**config.mk**
```make
export PLATFORM = sky130hd
export DESIGN_NAME = cgr_regs
export DESIGN_NICKNAME = d
export VERILOG_FILES = /design/src/design/cgr_pkg.sv /design/src/design/cgr_cal_path.sv /design/src/design/cgr_regs.sv
export SDC_FILE = /design/constraint.sdc
export NUM_CORES = 2
export LEC_CHECK = 0
export ABC_CLOCK_PERIOD_IN_PS = 17660
export BUFFER_PORTS_ARGS = -buffer_cell sky130_fd_sc_hd__clkbuf_2
export CORE_ASPECT_RATIO = 0.5
export CORE_MARGIN = 5
export CORE_UTILIZATION = 55
export DETAILED_ROUTE_END_ITERATION = 6
export PLACE_DENSITY_LB_ADDON = 0.3
export SKIP_CTS_REPAIR_TIMING = 1
export SKIP_LAST_GASP = 1
export SYNTH_ARGS = -nofsm -noshare
export SYNTH_HDL_FRONTEND = slang
export SYNTH_SLANG_ARGS = --single-unit
```
**constraint.sdc**
```tcl
create_clock -name pclk -period 17.66 [get_ports pclk]
set_clock_uncertainty 0.1 [all_clocks]
set_input_delay 1.766 -clock pclk [delete_from_list [all_inputs] [get_ports pclk]]
set_output_delay 1.766 -clock pclk [all_outputs]
set_load 0.005 [all_outputs]
```
**src/design/cgr_pkg.sv**
```systemverilog
// package: register map, field layout, reset values and types for the calibration register bank
package cgr_pkg;
	// register indices; each 8-bit register takes one aligned word
	localparam logic [7:0]  OFFSET_CAL_LOW_IDX    = 8'h07;
	localparam logic [7:0]  OFFSET_CAL_MID_IDX    = 8'h08;
	localparam logic [7:0]  OFFSET_CAL_HIGH_IDX   = 8'h09;
	localparam logic [7:0]  SCALE_CAL_LOW_IDX     = 8'h0a;
	localparam logic [7:0]  SCALE_CAL_MID_IDX     = 8'h0b;
	localparam logic [7:0]  SCALE_CAL_HIGH_IDX    = 8'h0c;
	localparam logic [7:0]  SPARE_A_IDX           = 8'h0d;
	localparam logic [7:0]  SPARE_B_IDX           = 8'h0e;
	localparam logic [7:0]  SPARE_C_IDX           = 8'h0f;
	localparam logic [7:0]  AMPLIFIER_CONFIG_IDX  = 8'h10;
	localparam logic [7:0]  INPUT_SELECT_IDX      = 8'h11;
	// byte address is four times the index
	localparam logic [11:0] OFFSET_CAL_LOW_ADDR   = {2'b00, OFFSET_CAL_LOW_IDX, 2'b00};
	localparam logic [11:0] OFFSET_CAL_MID_ADDR   = {2'b00, OFFSET_CAL_MID_IDX, 2'b00};
	localparam logic [11:0] OFFSET_CAL_HIGH_ADDR  = {2'b00, OFFSET_CAL_HIGH_IDX, 2'b00};
	localparam logic [11:0] SCALE_CAL_LOW_ADDR    = {2'b00, SCALE_CAL_LOW_IDX, 2'b00};
	localparam logic [11:0] SCALE_CAL_MID_ADDR    = {2'b00, SCALE_CAL_MID_IDX, 2'b00};
	localparam logic [11:0] SCALE_CAL_HIGH_ADDR   = {2'b00, SCALE_CAL_HIGH_IDX, 2'b00};
	localparam logic [11:0] SPARE_A_ADDR          = {2'b00, SPARE_A_IDX, 2'b00};
	localparam logic [11:0] SPARE_B_ADDR          = {2'b00, SPARE_B_IDX, 2'b00};
	localparam logic [11:0] SPARE_C_ADDR          = {2'b00, SPARE_C_IDX, 2'b00};
	localparam logic [11:0] AMPLIFIER_CONFIG_ADDR = {2'b00, AMPLIFIER_CONFIG_IDX, 2'b00};
	localparam logic [11:0] INPUT_SELECT_ADDR     = {2'b00, INPUT_SELECT_IDX, 2'b00};

	// reset values
	localparam logic [7:0]  OFFSET_CAL_RST        = 8'h00;
	localparam logic [7:0]  SCALE_CAL_LOW_RST     = 8'h00;
	localparam logic [7:0]  SCALE_CAL_MID_RST     = 8'h00;
	localparam logic [7:0]  SCALE_CAL_HIGH_RST    = 8'h40;
	localparam logic [7:0]  AMPLIFIER_CONFIG_RST  = 8'h00;
	localparam logic [7:0]  INPUT_SELECT_RST      = 8'hff;
	localparam logic [7:0]  SPARE_READ_VALUE      = 8'h00;

	// amplifier_config fields
	localparam int          BYPASS_BIT            = 7;
	localparam int          GAIN_MSB              = 2;
	localparam logic [7:0]  AMPLIFIER_WRITE_MASK  = 8'h87;

	// scale shift, so unity is the scale word 400000h, and the data width
	localparam int          SCALE_SHIFT           = 22;
	localparam int          DATA_W                = 24;

	// gain field encodings
	typedef enum logic [2:0] {
		CGR_GAIN_1   = 3'b000,
		CGR_GAIN_64  = 3'b110,
		CGR_GAIN_128 = 3'b111
	} cgr_gain_t;

	// input selector codes (one nibble)
	localparam logic [3:0]  SEL_AIN_FIRST         = 4'h3;
	localparam logic [3:0]  SEL_AIN_LAST          = 4'h8;
	localparam logic [3:0]  SEL_TEMP_SENSOR       = 4'hb;
	localparam logic [3:0]  SEL_OPEN              = 4'he;
	localparam logic [3:0]  SEL_COMMON_MODE       = 4'hf;

	// decoded input selection for one side of the multiplexer
	typedef struct packed {
		logic       ain_valid;
		logic [2:0] ain_index;
		logic       temp_sensor;
		logic       open;
		logic       common_mode;
		logic       reserved;
	} cgr_input_t;

	// decoded amplifier setting
	typedef struct packed {
		logic       bypass;
		logic [7:0] gain;
		logic       gain_reserved;
	} cgr_amp_t;
endpackage : cgr_pkg

```
**src/design/cgr_cal_path.sv**
```systemverilog
// calibration datapath: offset subtraction, then scale, then clip
`timescale 1ns/1ns
`default_nettype none
module cgr_cal_path #(
	parameter int W = cgr_pkg::DATA_W
) (
	input  wire logic                pclk,
	input  wire logic                presetn,
	input  wire logic                raw_valid,
	input  wire logic signed [W-1:0] raw_data,
	input  wire logic        [W-1:0] offset_cal_word,
	input  wire logic        [W-1:0] scale_cal_word,
	output var  logic                cal_valid,
	output var  logic signed [W-1:0] cal_data,
	output var  logic                cal_clipped
);
	localparam logic signed [2*W+1:0] MAX_CODE = (2*W+2)'((64'sd1 <<< (W-1)) - 1);
	localparam logic signed [2*W+1:0] MIN_CODE = (2*W+2)'(-(64'sd1 <<< (W-1)));

	logic signed [W:0]       diff;
	logic signed [W:0]       diff_q;
	logic                    valid_q;
	logic signed [2*W+1:0]   product;
	logic signed [2*W+1:0]   scaled;

	// offset word is two's complement; one extra bit keeps the difference exact
	assign diff = (W+1)'(raw_data) - (W+1)'($signed(offset_cal_word));

	// stage one registers the offset-corrected value so scaling strictly follows it
	always_ff @(posedge pclk or negedge presetn)
	begin
		if (!presetn)
		begin
			diff_q  <= '0;
			valid_q <= 1'b0;
		end
		else
		begin
			diff_q  <= diff;
			valid_q <= raw_valid;
		end
	end

	// scale word is unsigned; zero-extend so it multiplies as a positive number
	// both factors are widened first so the product is never cut to operand width
	assign product = (2*W+2)'(diff_q) * (2*W+2)'($signed({1'b0, scale_cal_word}));
	assign scaled  = product >>> cgr_pkg::SCALE_SHIFT;

	// stage two clips instead of wrapping
	always_ff @(posedge pclk or negedge presetn)
	begin
		if (!presetn)
		begin
			cal_data    <= '0;
			cal_valid   <= 1'b0;
			cal_clipped <= 1'b0;
		end
		else
		begin
			cal_valid <= valid_q;
			if (scaled > MAX_CODE)
			begin
				cal_data    <= W'(MAX_CODE);
				cal_clipped <= 1'b1;
			end
			else if (scaled < MIN_CODE)
			begin
				cal_data    <= W'(MIN_CODE);
				cal_clipped <= 1'b1;
			end
			else
			begin
				cal_data    <= W'(scaled);
				cal_clipped <= 1'b0;
			end
		end
	end
endmodule : cgr_cal_path
`default_nettype wire

```
**src/design/cgr_regs.sv**
```systemverilog
// calibration and gain register bank with APB slave and calibration datapath
//
// Overview of operation
// - 24-bit offset word, three bytes, resets zero
// - offset word is signed two's complement
// - offset subtracted from raw result first
// - 24-bit unsigned scale word, three bytes
// - scale word resets to unity, 400000h
// - result multiplied by scale over 400000h
// - scaling always after offset subtraction
// - three spare locations read-only, read zero
// - amplifier bit 7 selects bypass
// - gain codes 000, 110, 111; host writes zeros
// - input selector resets to FFh
// - selector nibbles decoded to inputs
`timescale 1ns/1ns
`default_nettype none
module cgr_regs #(
	parameter int W = cgr_pkg::DATA_W
) (
	input  wire logic                pclk,
	input  wire logic                presetn,
	input  wire logic                psel,
	input  wire logic                penable,
	input  wire logic                pwrite,
	input  wire logic [11:0]         paddr,
	input  wire logic [31:0]         pwdata,
	input  wire logic [3:0]          pstrb,
	output var  logic [31:0]         prdata,
	output var  logic                pready,
	output var  logic                pslverr,
	input  wire logic                raw_valid,
	input  wire logic signed [W-1:0] raw_data,
	output var  logic                cal_valid,
	output var  logic signed [W-1:0] cal_data,
	output var  logic                cal_clipped,
	output var  cgr_pkg::cgr_amp_t   amp_setting,
	output var  cgr_pkg::cgr_input_t positive_input_sel,
	output var  cgr_pkg::cgr_input_t negative_input_sel
);
	logic [7:0]   offset_cal_low;
	logic [7:0]   offset_cal_mid;
	logic [7:0]   offset_cal_high;
	logic [7:0]   scale_cal_low;
	logic [7:0]   scale_cal_mid;
	logic [7:0]   scale_cal_high;
	logic [7:0]   amplifier_config;
	logic [7:0]   input_select;
	logic [W-1:0] offset_cal_word;
	logic [W-1:0] scale_cal_word;
	logic         wr_en;
	logic         mapped;
	logic [7:0]   rd_byte;

	// single-cycle access phase: the slave never inserts wait states
	assign pready = 1'b1;
	assign wr_en  = psel && penable && pwrite && pstrb[0];

	// address decode, also flags unmapped addresses
	always_comb
	begin
		mapped  = 1'b1;
		rd_byte = 8'h00;
		case (paddr)
			cgr_pkg::OFFSET_CAL_LOW_ADDR:   rd_byte = offset_cal_low;
			cgr_pkg::OFFSET_CAL_MID_ADDR:   rd_byte = offset_cal_mid;
			cgr_pkg::OFFSET_CAL_HIGH_ADDR:  rd_byte = offset_cal_high;
			cgr_pkg::SCALE_CAL_LOW_ADDR:    rd_byte = scale_cal_low;
			cgr_pkg::SCALE_CAL_MID_ADDR:    rd_byte = scale_cal_mid;
			cgr_pkg::SCALE_CAL_HIGH_ADDR:   rd_byte = scale_cal_high;
			cgr_pkg::SPARE_A_ADDR,
			cgr_pkg::SPARE_B_ADDR,
			cgr_pkg::SPARE_C_ADDR:          rd_byte = cgr_pkg::SPARE_READ_VALUE;
			cgr_pkg::AMPLIFIER_CONFIG_ADDR: rd_byte = amplifier_config;
			cgr_pkg::INPUT_SELECT_ADDR:     rd_byte = input_select;
			default:                        mapped  = 1'b0;
		endcase
	end

	// error on unmapped addresses only; spare locations silently drop writes
	assign pslverr = psel && penable && !mapped;

	// read data is registered at the edge that ends the setup phase
	always_ff @(posedge pclk or negedge presetn)
	begin
		if (!presetn)
			prdata <= 32'h0000_0000;
		else if (psel && !penable && !pwrite)
			prdata <= {24'h00_0000, rd_byte};
	end

	// offset calibration bytes, lowest byte at lowest address
	always_ff @(posedge pclk or negedge presetn)
	begin
		if (!presetn)
		begin
			offset_cal_low  <= cgr_pkg::OFFSET_CAL_RST;
			offset_cal_mid  <= cgr_pkg::OFFSET_CAL_RST;
			offset_cal_high <= cgr_pkg::OFFSET_CAL_RST;
		end
		else if (wr_en)
		begin
			if (paddr == cgr_pkg::OFFSET_CAL_LOW_ADDR)
				offset_cal_low <= pwdata[7:0];
			if (paddr == cgr_pkg::OFFSET_CAL_MID_ADDR)
				offset_cal_mid <= pwdata[7:0];
			if (paddr == cgr_pkg::OFFSET_CAL_HIGH_ADDR)
				offset_cal_high <= pwdata[7:0];
		end
	end

	// scale calibration bytes; reset value gives unity gain
	always_ff @(posedge pclk or negedge presetn)
	begin
		if (!presetn)
		begin
			scale_cal_low  <= cgr_pkg::SCALE_CAL_LOW_RST;
			scale_cal_mid  <= cgr_pkg::SCALE_CAL_MID_RST;
			scale_cal_high <= cgr_pkg::SCALE_CAL_HIGH_RST;
		end
		else if (wr_en)
		begin
			if (paddr == cgr_pkg::SCALE_CAL_LOW_ADDR)
				scale_cal_low <= pwdata[7:0];
			if (paddr == cgr_pkg::SCALE_CAL_MID_ADDR)
				scale_cal_mid <= pwdata[7:0];
			if (paddr == cgr_pkg::SCALE_CAL_HIGH_ADDR)
				scale_cal_high <= pwdata[7:0];
		end
	end

	// amplifier bits 6:3 are kept at zero whatever the host writes
	always_ff @(posedge pclk or negedge presetn)
	begin
		if (!presetn)
			amplifier_config <= cgr_pkg::AMPLIFIER_CONFIG_RST;
		else if (wr_en && paddr == cgr_pkg::AMPLIFIER_CONFIG_ADDR)
			amplifier_config <= pwdata[7:0] & cgr_pkg::AMPLIFIER_WRITE_MASK;
	end

	// input selector register
	always_ff @(posedge pclk or negedge presetn)
	begin
		if (!presetn)
			input_select <= cgr_pkg::INPUT_SELECT_RST;
		else if (wr_en && paddr == cgr_pkg::INPUT_SELECT_ADDR)
			input_select <= pwdata[7:0];
	end

	assign offset_cal_word = {offset_cal_high, offset_cal_mid, offset_cal_low};
	assign scale_cal_word  = {scale_cal_high, scale_cal_mid, scale_cal_low};

	// amplifier decode; reserved gain codes fall back to unity
	always_comb
	begin
		amp_setting        = '0;
		amp_setting.bypass = amplifier_config[cgr_pkg::BYPASS_BIT];
		case (cgr_pkg::cgr_gain_t'(amplifier_config[cgr_pkg::GAIN_MSB:0]))
			cgr_pkg::CGR_GAIN_1:   amp_setting.gain = 8'h01;
			cgr_pkg::CGR_GAIN_64:  amp_setting.gain = 8'h40;
			cgr_pkg::CGR_GAIN_128: amp_setting.gain = 8'h80;
			default:
			begin
				amp_setting.gain          = 8'h01;
				amp_setting.gain_reserved = 1'b1;
			end
		endcase
	end

	// both selector nibbles decode the same way, so one generate loop
	for (genvar s = 0; s < 2; s++)
	begin : g_sel
		logic [3:0]          code;
		cgr_pkg::cgr_input_t dec;
		assign code = input_select[s*4 +: 4];
		always_comb
		begin
			dec = '0;
			if (code >= cgr_pkg::SEL_AIN_FIRST && code <= cgr_pkg::SEL_AIN_LAST)
			begin
				dec.ain_valid = 1'b1;
				dec.ain_index = 3'(code - cgr_pkg::SEL_AIN_FIRST);
			end
			else if (code == cgr_pkg::SEL_TEMP_SENSOR)
				dec.temp_sensor = 1'b1;
			else if (code == cgr_pkg::SEL_OPEN)
				dec.open = 1'b1;
			else if (code == cgr_pkg::SEL_COMMON_MODE)
				dec.common_mode = 1'b1;
			else
				dec.reserved = 1'b1;
		end
	end
	assign positive_input_sel = g_sel[1].dec;
	assign negative_input_sel = g_sel[0].dec;

	cgr_cal_path #(
		.W (W)
	) u_cal (
		.pclk            (pclk),
		.presetn         (presetn),
		.raw_valid       (raw_valid),
		.raw_data        (raw_data),
		.offset_cal_word (offset_cal_word),
		.scale_cal_word  (scale_cal_word),
		.cal_valid       (cal_valid),
		.cal_data        (cal_data),
		.cal_clipped     (cal_clipped)
	);
endmodule : cgr_regs
`default_nettype wire

```
# Word level (Yosys, flattened, before mapping)
# Index checks and enable logic that the tools add are counted.
totals:
  mem_bits_ro: 0
  n_memories: 0
  latch_bits: 0
  mem_bits_rw: 0
  wordCells: 89
  reg_bits: 120
classes:
  multipliers: 1
  n_reduce_logical: 22
  n_shift: 0
  n_addsub: 3
  eq_ne: 19
  mux: 24
  magnitude_cmp: 6
  n_bitwise: 0
  div: 0
op_table:
  columns: ["cell", "n"]
  rows:
  - ["== test 12 x 6 -> 1 bit, second input constant", 8]
  - ["one-hot mux 8 bit (8 select lines)", 1]
  - ["multiplier 25 x 25 -> 50 bit", 1]
  - ["two-way mux 24 bit", 2]
  - ["> comparator 28 x 24 -> 1 bit, second input constant", 1]
  - ["< comparator 28 x 24 -> 1 bit, second input constant", 1]
  - ["subtractor 24 x 24 -> 25 bit", 1]
  - ["== test 12 x 7 -> 1 bit, second input constant", 2]
  - ["== test 4 bit, second input constant", 6]
  - ["two-way mux 4 bit", 4]
  - ["one-hot mux 8 bit (2 select lines)", 1]
  - ["== test 12 x 5 -> 1 bit, second input constant", 1]
  - ["two-way mux 1 bit", 12]
  - ["AND reduction 2 bit", 6]
  - ["OR reduction 11 bit", 1]
  - ["logical AND 1 bit", 10]
  - ["greater-or-equal comparator 4 x 2 -> 1 bit, second input constant", 2]
  - ["less-or-equal comparator 4 bit, second input constant", 2]
  - ["== test 3 bit, second input constant", 2]
  - ["two-way mux 3 bit", 2]
  - ["subtractor 3 x 2 -> 3 bit, second input constant", 2]
  - ["two-way mux 2 bit", 2]
  - ["zero test 1 bit", 3]
  - ["zero test 3 bit", 1]
  - ["OR reduction 3 bit", 1]

# Logic depth before layout (Yosys ltp)
logic_depth:
  word_depth: 5
  depth_mapped: 30
  depth_no_buf: 27

# By module
# From an unflattened synthesis, not the netlist that was laid out.
unflattened:
  hier_cells: 2986
  hier_area_um2: 28616.2
by_module_without_submodules:
  columns: ["module", "seq_area_each_um2", "area_per_inst_um2", "n_inst", "cells_each"]
  rows:
  - ["cgr_cal_path", 1301.2, 24718.7, 1, 2648]
  - ["cgr_regs", 1712.9, 3897.5, 1, 338]

# Worst setup path after synthesis
# OpenSTA, ideal clock, no wires.
synth_path:
  path_type: "register to register"
  startpoint: "reg scale_cal_low[4]"
  endpoint: "reg u_cal.cal_data[21]"
  period_less_slack_ps: 8548
  path_stages_with_launch: 28
  t_required_ps: 17465
  path_slack_ps: 9112
  setup_ps: 95
  n_path_buf: 3
  arrival_time_ps: 8353
  path_cell_list: "dfrtp_1 -> clkbuf_1 -> clkbuf_1 -> nand2_1 -> fa_1 -> inv_1 -> fa_1 -> inv_1 -> fa_1 -> inv_1 -> fa_1 -> fa_1 -> fa_1 -> inv_1 -> fa_1 -> inv_1 -> ha_1 -> a2111oi_2 -> o21ai_1 -> a221o_1 -> nand3_1 -> or4b_1 -> o21bai_4 -> and3_4 -> or4_4 -> o31a_4 -> buf_6 -> o32ai_2"
synth_via:
  elab_chain_len: 4
  word_cells_on_any_way: 5
synth_lines:
  columns: ["element", "line", "rtl"]
  rows:
  - ["start: declaration", "cgr_regs.sv:44", "logic [7:0] scale_cal_low;"]
  - ["start signal: assignment", "cgr_regs.sv:117", "scale_cal_low <= cgr_pkg::SCALE_CAL_LOW_RST;"]
  - ["start signal: assignment", "cgr_regs.sv:124", "scale_cal_low <= pwdata[7:0];"]
  - ["multiplier 25 x 25 -> 50 bit (*)", "cgr_cal_path.sv:46", "assign product = (2*W+2)'(diff_q) * (2*W+2)'($signed({1'b0, scale_cal_word}));"]
  - ["< comparator 28 x 24 -> 1 bit", "cgr_cal_path.sv:66", "else if (scaled < MIN_CODE)"]
  - ["two-way mux 24 bit", "cgr_cal_path.sv:66", null]
  - ["two-way mux 24 bit (*)", "cgr_cal_path.sv:61", "if (scaled > MAX_CODE)"]
  - ["end signal: assignment", "cgr_cal_path.sv:63", "cal_data <= W'(MAX_CODE);"]
  - ["end signal: assignment", "cgr_cal_path.sv:68", "cal_data <= W'(MIN_CODE);"]
  - ["end signal: assignment", "cgr_cal_path.sv:73", "cal_data <= W'(scaled);"]
  - ["end: declaration", "cgr_cal_path.sv:14", "output var logic signed [W-1:0] cal_data,"]
# Every way passes the cells marked *; elsewhere a longest branch is shown, timed or not.
# A chain may end at the register's enable or synchronous reset.

# Final worst setup path
layout_path:
  startpoint: "reg scale_cal_low[5]"
  endpoint: "reg u_cal.cal_data[20]"
# Same word-level chain as after synthesis.

==> flow_summary.json <==
{
  "status": "complete, no violations",
  "slew_viol_final": 0,
  "synth.area.top_cells": "fa_1 45%, inv_1 10%, dfrtp_1 9.9%, and2_1 8.5%, ha_1 7.5%",
  "fillers": 4318,
  "htree_num_levels": 4,
  "critPathArrivalTime_ns": 9.94,
  "final_nets": 3901,
  "dr.pass1.iters": 6,
  "synth_top_cells_by_count": "759 x inv_1, 633 x fa_1, 383 x and2_1, 290 x nand2_1, 169 x ha_1",
  "hpwlAfterDp_um": 52300,
  "die_area_um2": 56000,
  "grt-ovfl-total": 0,
  "min_path_type": "reg -> reg",
  "synth_area_um2": 28100,
  "grt.busiest_layer": "met2",
  "final-setup-viol-count": 0,
  "grt_pass1_wl_um": 116000,
  "crit_top_cell": "fa_1",
  "async_flop_share": 1.00,
  "drc": 0,
  "relSlewSlack": 0.133,
  "critical_path_class": "reg -> reg",
  "synth_top_cell_area_share": 0.451,
  "synth_cells": 2983,
  "numPortBuffers": 106,
  "yosys.area.top_type": "fa_1",
  "antenna_found_initial": 0,
  "synth_area_per_cell_um2": 9.42,
  "wl_per_cell_um": 18.5,
  "wirelength_um": 68900,
  "area_growth_pct": 6.17,
  "fin_crit_ns": 9.79,
  "ant_nets": 0,
  "cp_slowest_cell": "a311o_1",
  "vias_per_cell": 5.41,
  "met1_usage": 0.343,
  "grt_setup_unrepaired": "no",
  "setup-tns-final_ns": 0,
  "placementRows": 58,
  "die_x_um": 330,
  "ir_worst_vdd_uv": 56.2,
  "crit_fanout": 27,
  "use_met3": 0.0576,
  "cts_tree": "done",
  "crit_path_end_kind": "flop",
  "grt_use_met2": 0.443,
  "ys_seq_area_frac": 0.107,
  "initial_utilization": 0.558,
  "final_util": 0.592,
  "cts.clk_slew.worst_paths_ns": 0.07,
  "cellPowerDensity_nw_per_um2": 24.7,
  "tightest_slew_ns": 1.30,
  "min_period_over_period": 0.554,
  "yosys_warnings": 0,
  "grt_pass1_vias": 22300,
  "synth-edff-count": 0,
  "synth_seq_cells": 120,
  "fp.dieH_um": 170,
  "drive_gt1_frac": 0.0784,
  "maxCapViolations": 0,
  "yosysMostFrequentCell": "inv_1",
  "cpLargestDelayFamily": "adder cells",
  "fmax_ghz": 0.102,
  "hold_viol_final": 0,
  "synth_cell_type_count": 71,
  "insertion_delay_ns": 0.44,
  "root_buffer": "clkbuf_16",
  "grt_max_degree": 78,
  "critPathBufInv": 7,
  "drt_iter0_drc": 1490,
  "track_usage": 0.264,
  "start_kind": "flop",
  "cts_inserted_buffers": 17,
  "synth_flop_cell": "dfrtp_1",
  "power_leakage_nw": 16.2,
  "coreArea_um2": 50400,
  "gp_congestion": 0.902,
  "slowest_delay_ns": 0.92,
  "cp.required_ns": 17.81,
  "power_uw": 736,
  "ios": 164,
  "cts.sinks": 120,
  "antenna_cells": 0,
  "route.vias.total": 20200,
  "cts_buffer_depth": 2
}
cells in the final DEF (no fill, tap or decap), types with 9 or more instances in the layout:
cell type / count
ha_1: 169
a21o_1: 23
fa_1: 633
and2_1: 383
conb_1: 30
dfstp_2: 9
clkbuf_2: 105
clkbuf_16: 17
a221oi_1: 9
mux2_2: 32
o21a_1: 12
o21bai_1: 9
xnor2_1: 40
dfrtp_1: 111
nor3_1: 25
nand2_1: 290
a31oi_1: 11
xor2_1: 12
and3_1: 13
inv_1: 759
o22ai_1: 19
o21ai_0: 52
buf_4: 45
nor2_1: 38
nand4_1: 11
a21oi_1: 44
kinds of logic after synthesis:
family | count (synthesis) | synth area share
AND/OR/NAND/NOR | 814 | 0.152
multiplexers | 32 | 0.0128
XOR/XNOR | 52 | 0.0162
buffers and inverters | 918 | 0.127
other | 2 | 0.000267
adder cells (fa/ha/maj) | 802 | 0.526
AO/OA/AOI/OAI | 243 | 0.0585
flip-flops | 120 | 0.107
state kept, by name, summed over array words and instances, names as in the netlist:
| signal | count |
|---|---|
| u_cal.cal_data | 24 |
| offset_cal_high | 8 |
| prdata | 8 |
| scale_cal_low | 8 |
| u_cal.valid_q | 1 |
| u_cal.cal_valid | 1 |
| input_select | 8 |
| offset_cal_mid | 8 |
| offset_cal_low | 8 |
| amplifier_config | 4 |
| scale_cal_mid | 8 |
| u_cal.cal_clipped | 1 |
| scale_cal_high | 8 |
| u_cal.diff_q | 25 |
report_power, final:
| part | internal, mW | switching, mW |
|---|---|---|
| clock network | 0.191 | 0.170 |
| registers | 0.283 | 0.0149 |
| logic | 0.0238 | 0.0535 |
| total | 0.498 | 0.238 |
cell type report:
type | count | area [µm²] | share of cell area
Multi-Input combinational cell | 1973 | 21600 | 0.725
Sequential cell | 120 | 3010 | 0.101
Inverter | 759 | 2850 | 0.0955
Timing Repair Buffer | 150 | 863 | 0.0289
Tap cell | 690 | 863 | 0.0289
Clock buffer | 17 | 425 | 0.0143
Clock inverter | 15 | 179 | 0.00600
metal layers:
layer	part of all wire	vias to the layer above	routed length [µm]
li1	-	8827	-
met1	0.40	10400	27400
met2	0.48	803	33100
met3	0.082	173	5670
met4	0.040	0	2790
met5	0	-	0
worst register-to-register path, stage by stage (launching register included):
cell and delay, ns:
dfrtp_1 0.32, buf_4 0.39, and2_1 0.24, inv_1 0.08
fa_1 0.56, inv_1 0.06, fa_1 0.73, inv_1 0.17
fa_1 0.79, inv_1 0.33, fa_1 0.51, fa_1 0.52
fa_1 0.54, inv_1 0.05, fa_1 0.47, inv_1 0.04
ha_1 0.36, a2111oi_2 0.31, o21ai_1 0.14, a221o_1 0.33
nand3_1 0.13, or4b_1 0.44, o21bai_4 0.23, a31oi_1 0.20
a311o_1 0.92, o31a_4 0.49, o32ai_1 0.16
worst paths after layout:
check | from | depth (start not counted) | endpoint | slack, ns
setup / recovery | scale_cal_low[5] | 26 | u_cal.cal_data[20] | 7.87
hold / removal | u_cal.valid_q | 0 | u_cal.cal_valid | 0.27
setup reg to reg | scale_cal_low[5] | 26 | u_cal.cal_data[20] | 7.87
hold reg to reg | u_cal.valid_q | 0 | u_cal.cal_valid | 0.27
max in group asynchronous | presetn | 2 | u_cal.diff_q[0] | 14.83
min in group asynchronous | presetn | 1 | u_cal.valid_q | 1.20
per-stage QoR:
stage	setup slack (ns)	cells	cell area, µm²	hold slack, ns
CTS	7.92	3724	29800	0.269
global placement	8.12	3692	29200	0.233
global route	7.16	3724	29800	0.269
finish	7.87	3724	29800	0.265
floorplan	9.11	3011	28200	0.231
detailed placement	7.96	3692	29200	0.257
Note: power is estimated with default switching activity, not from simulation.
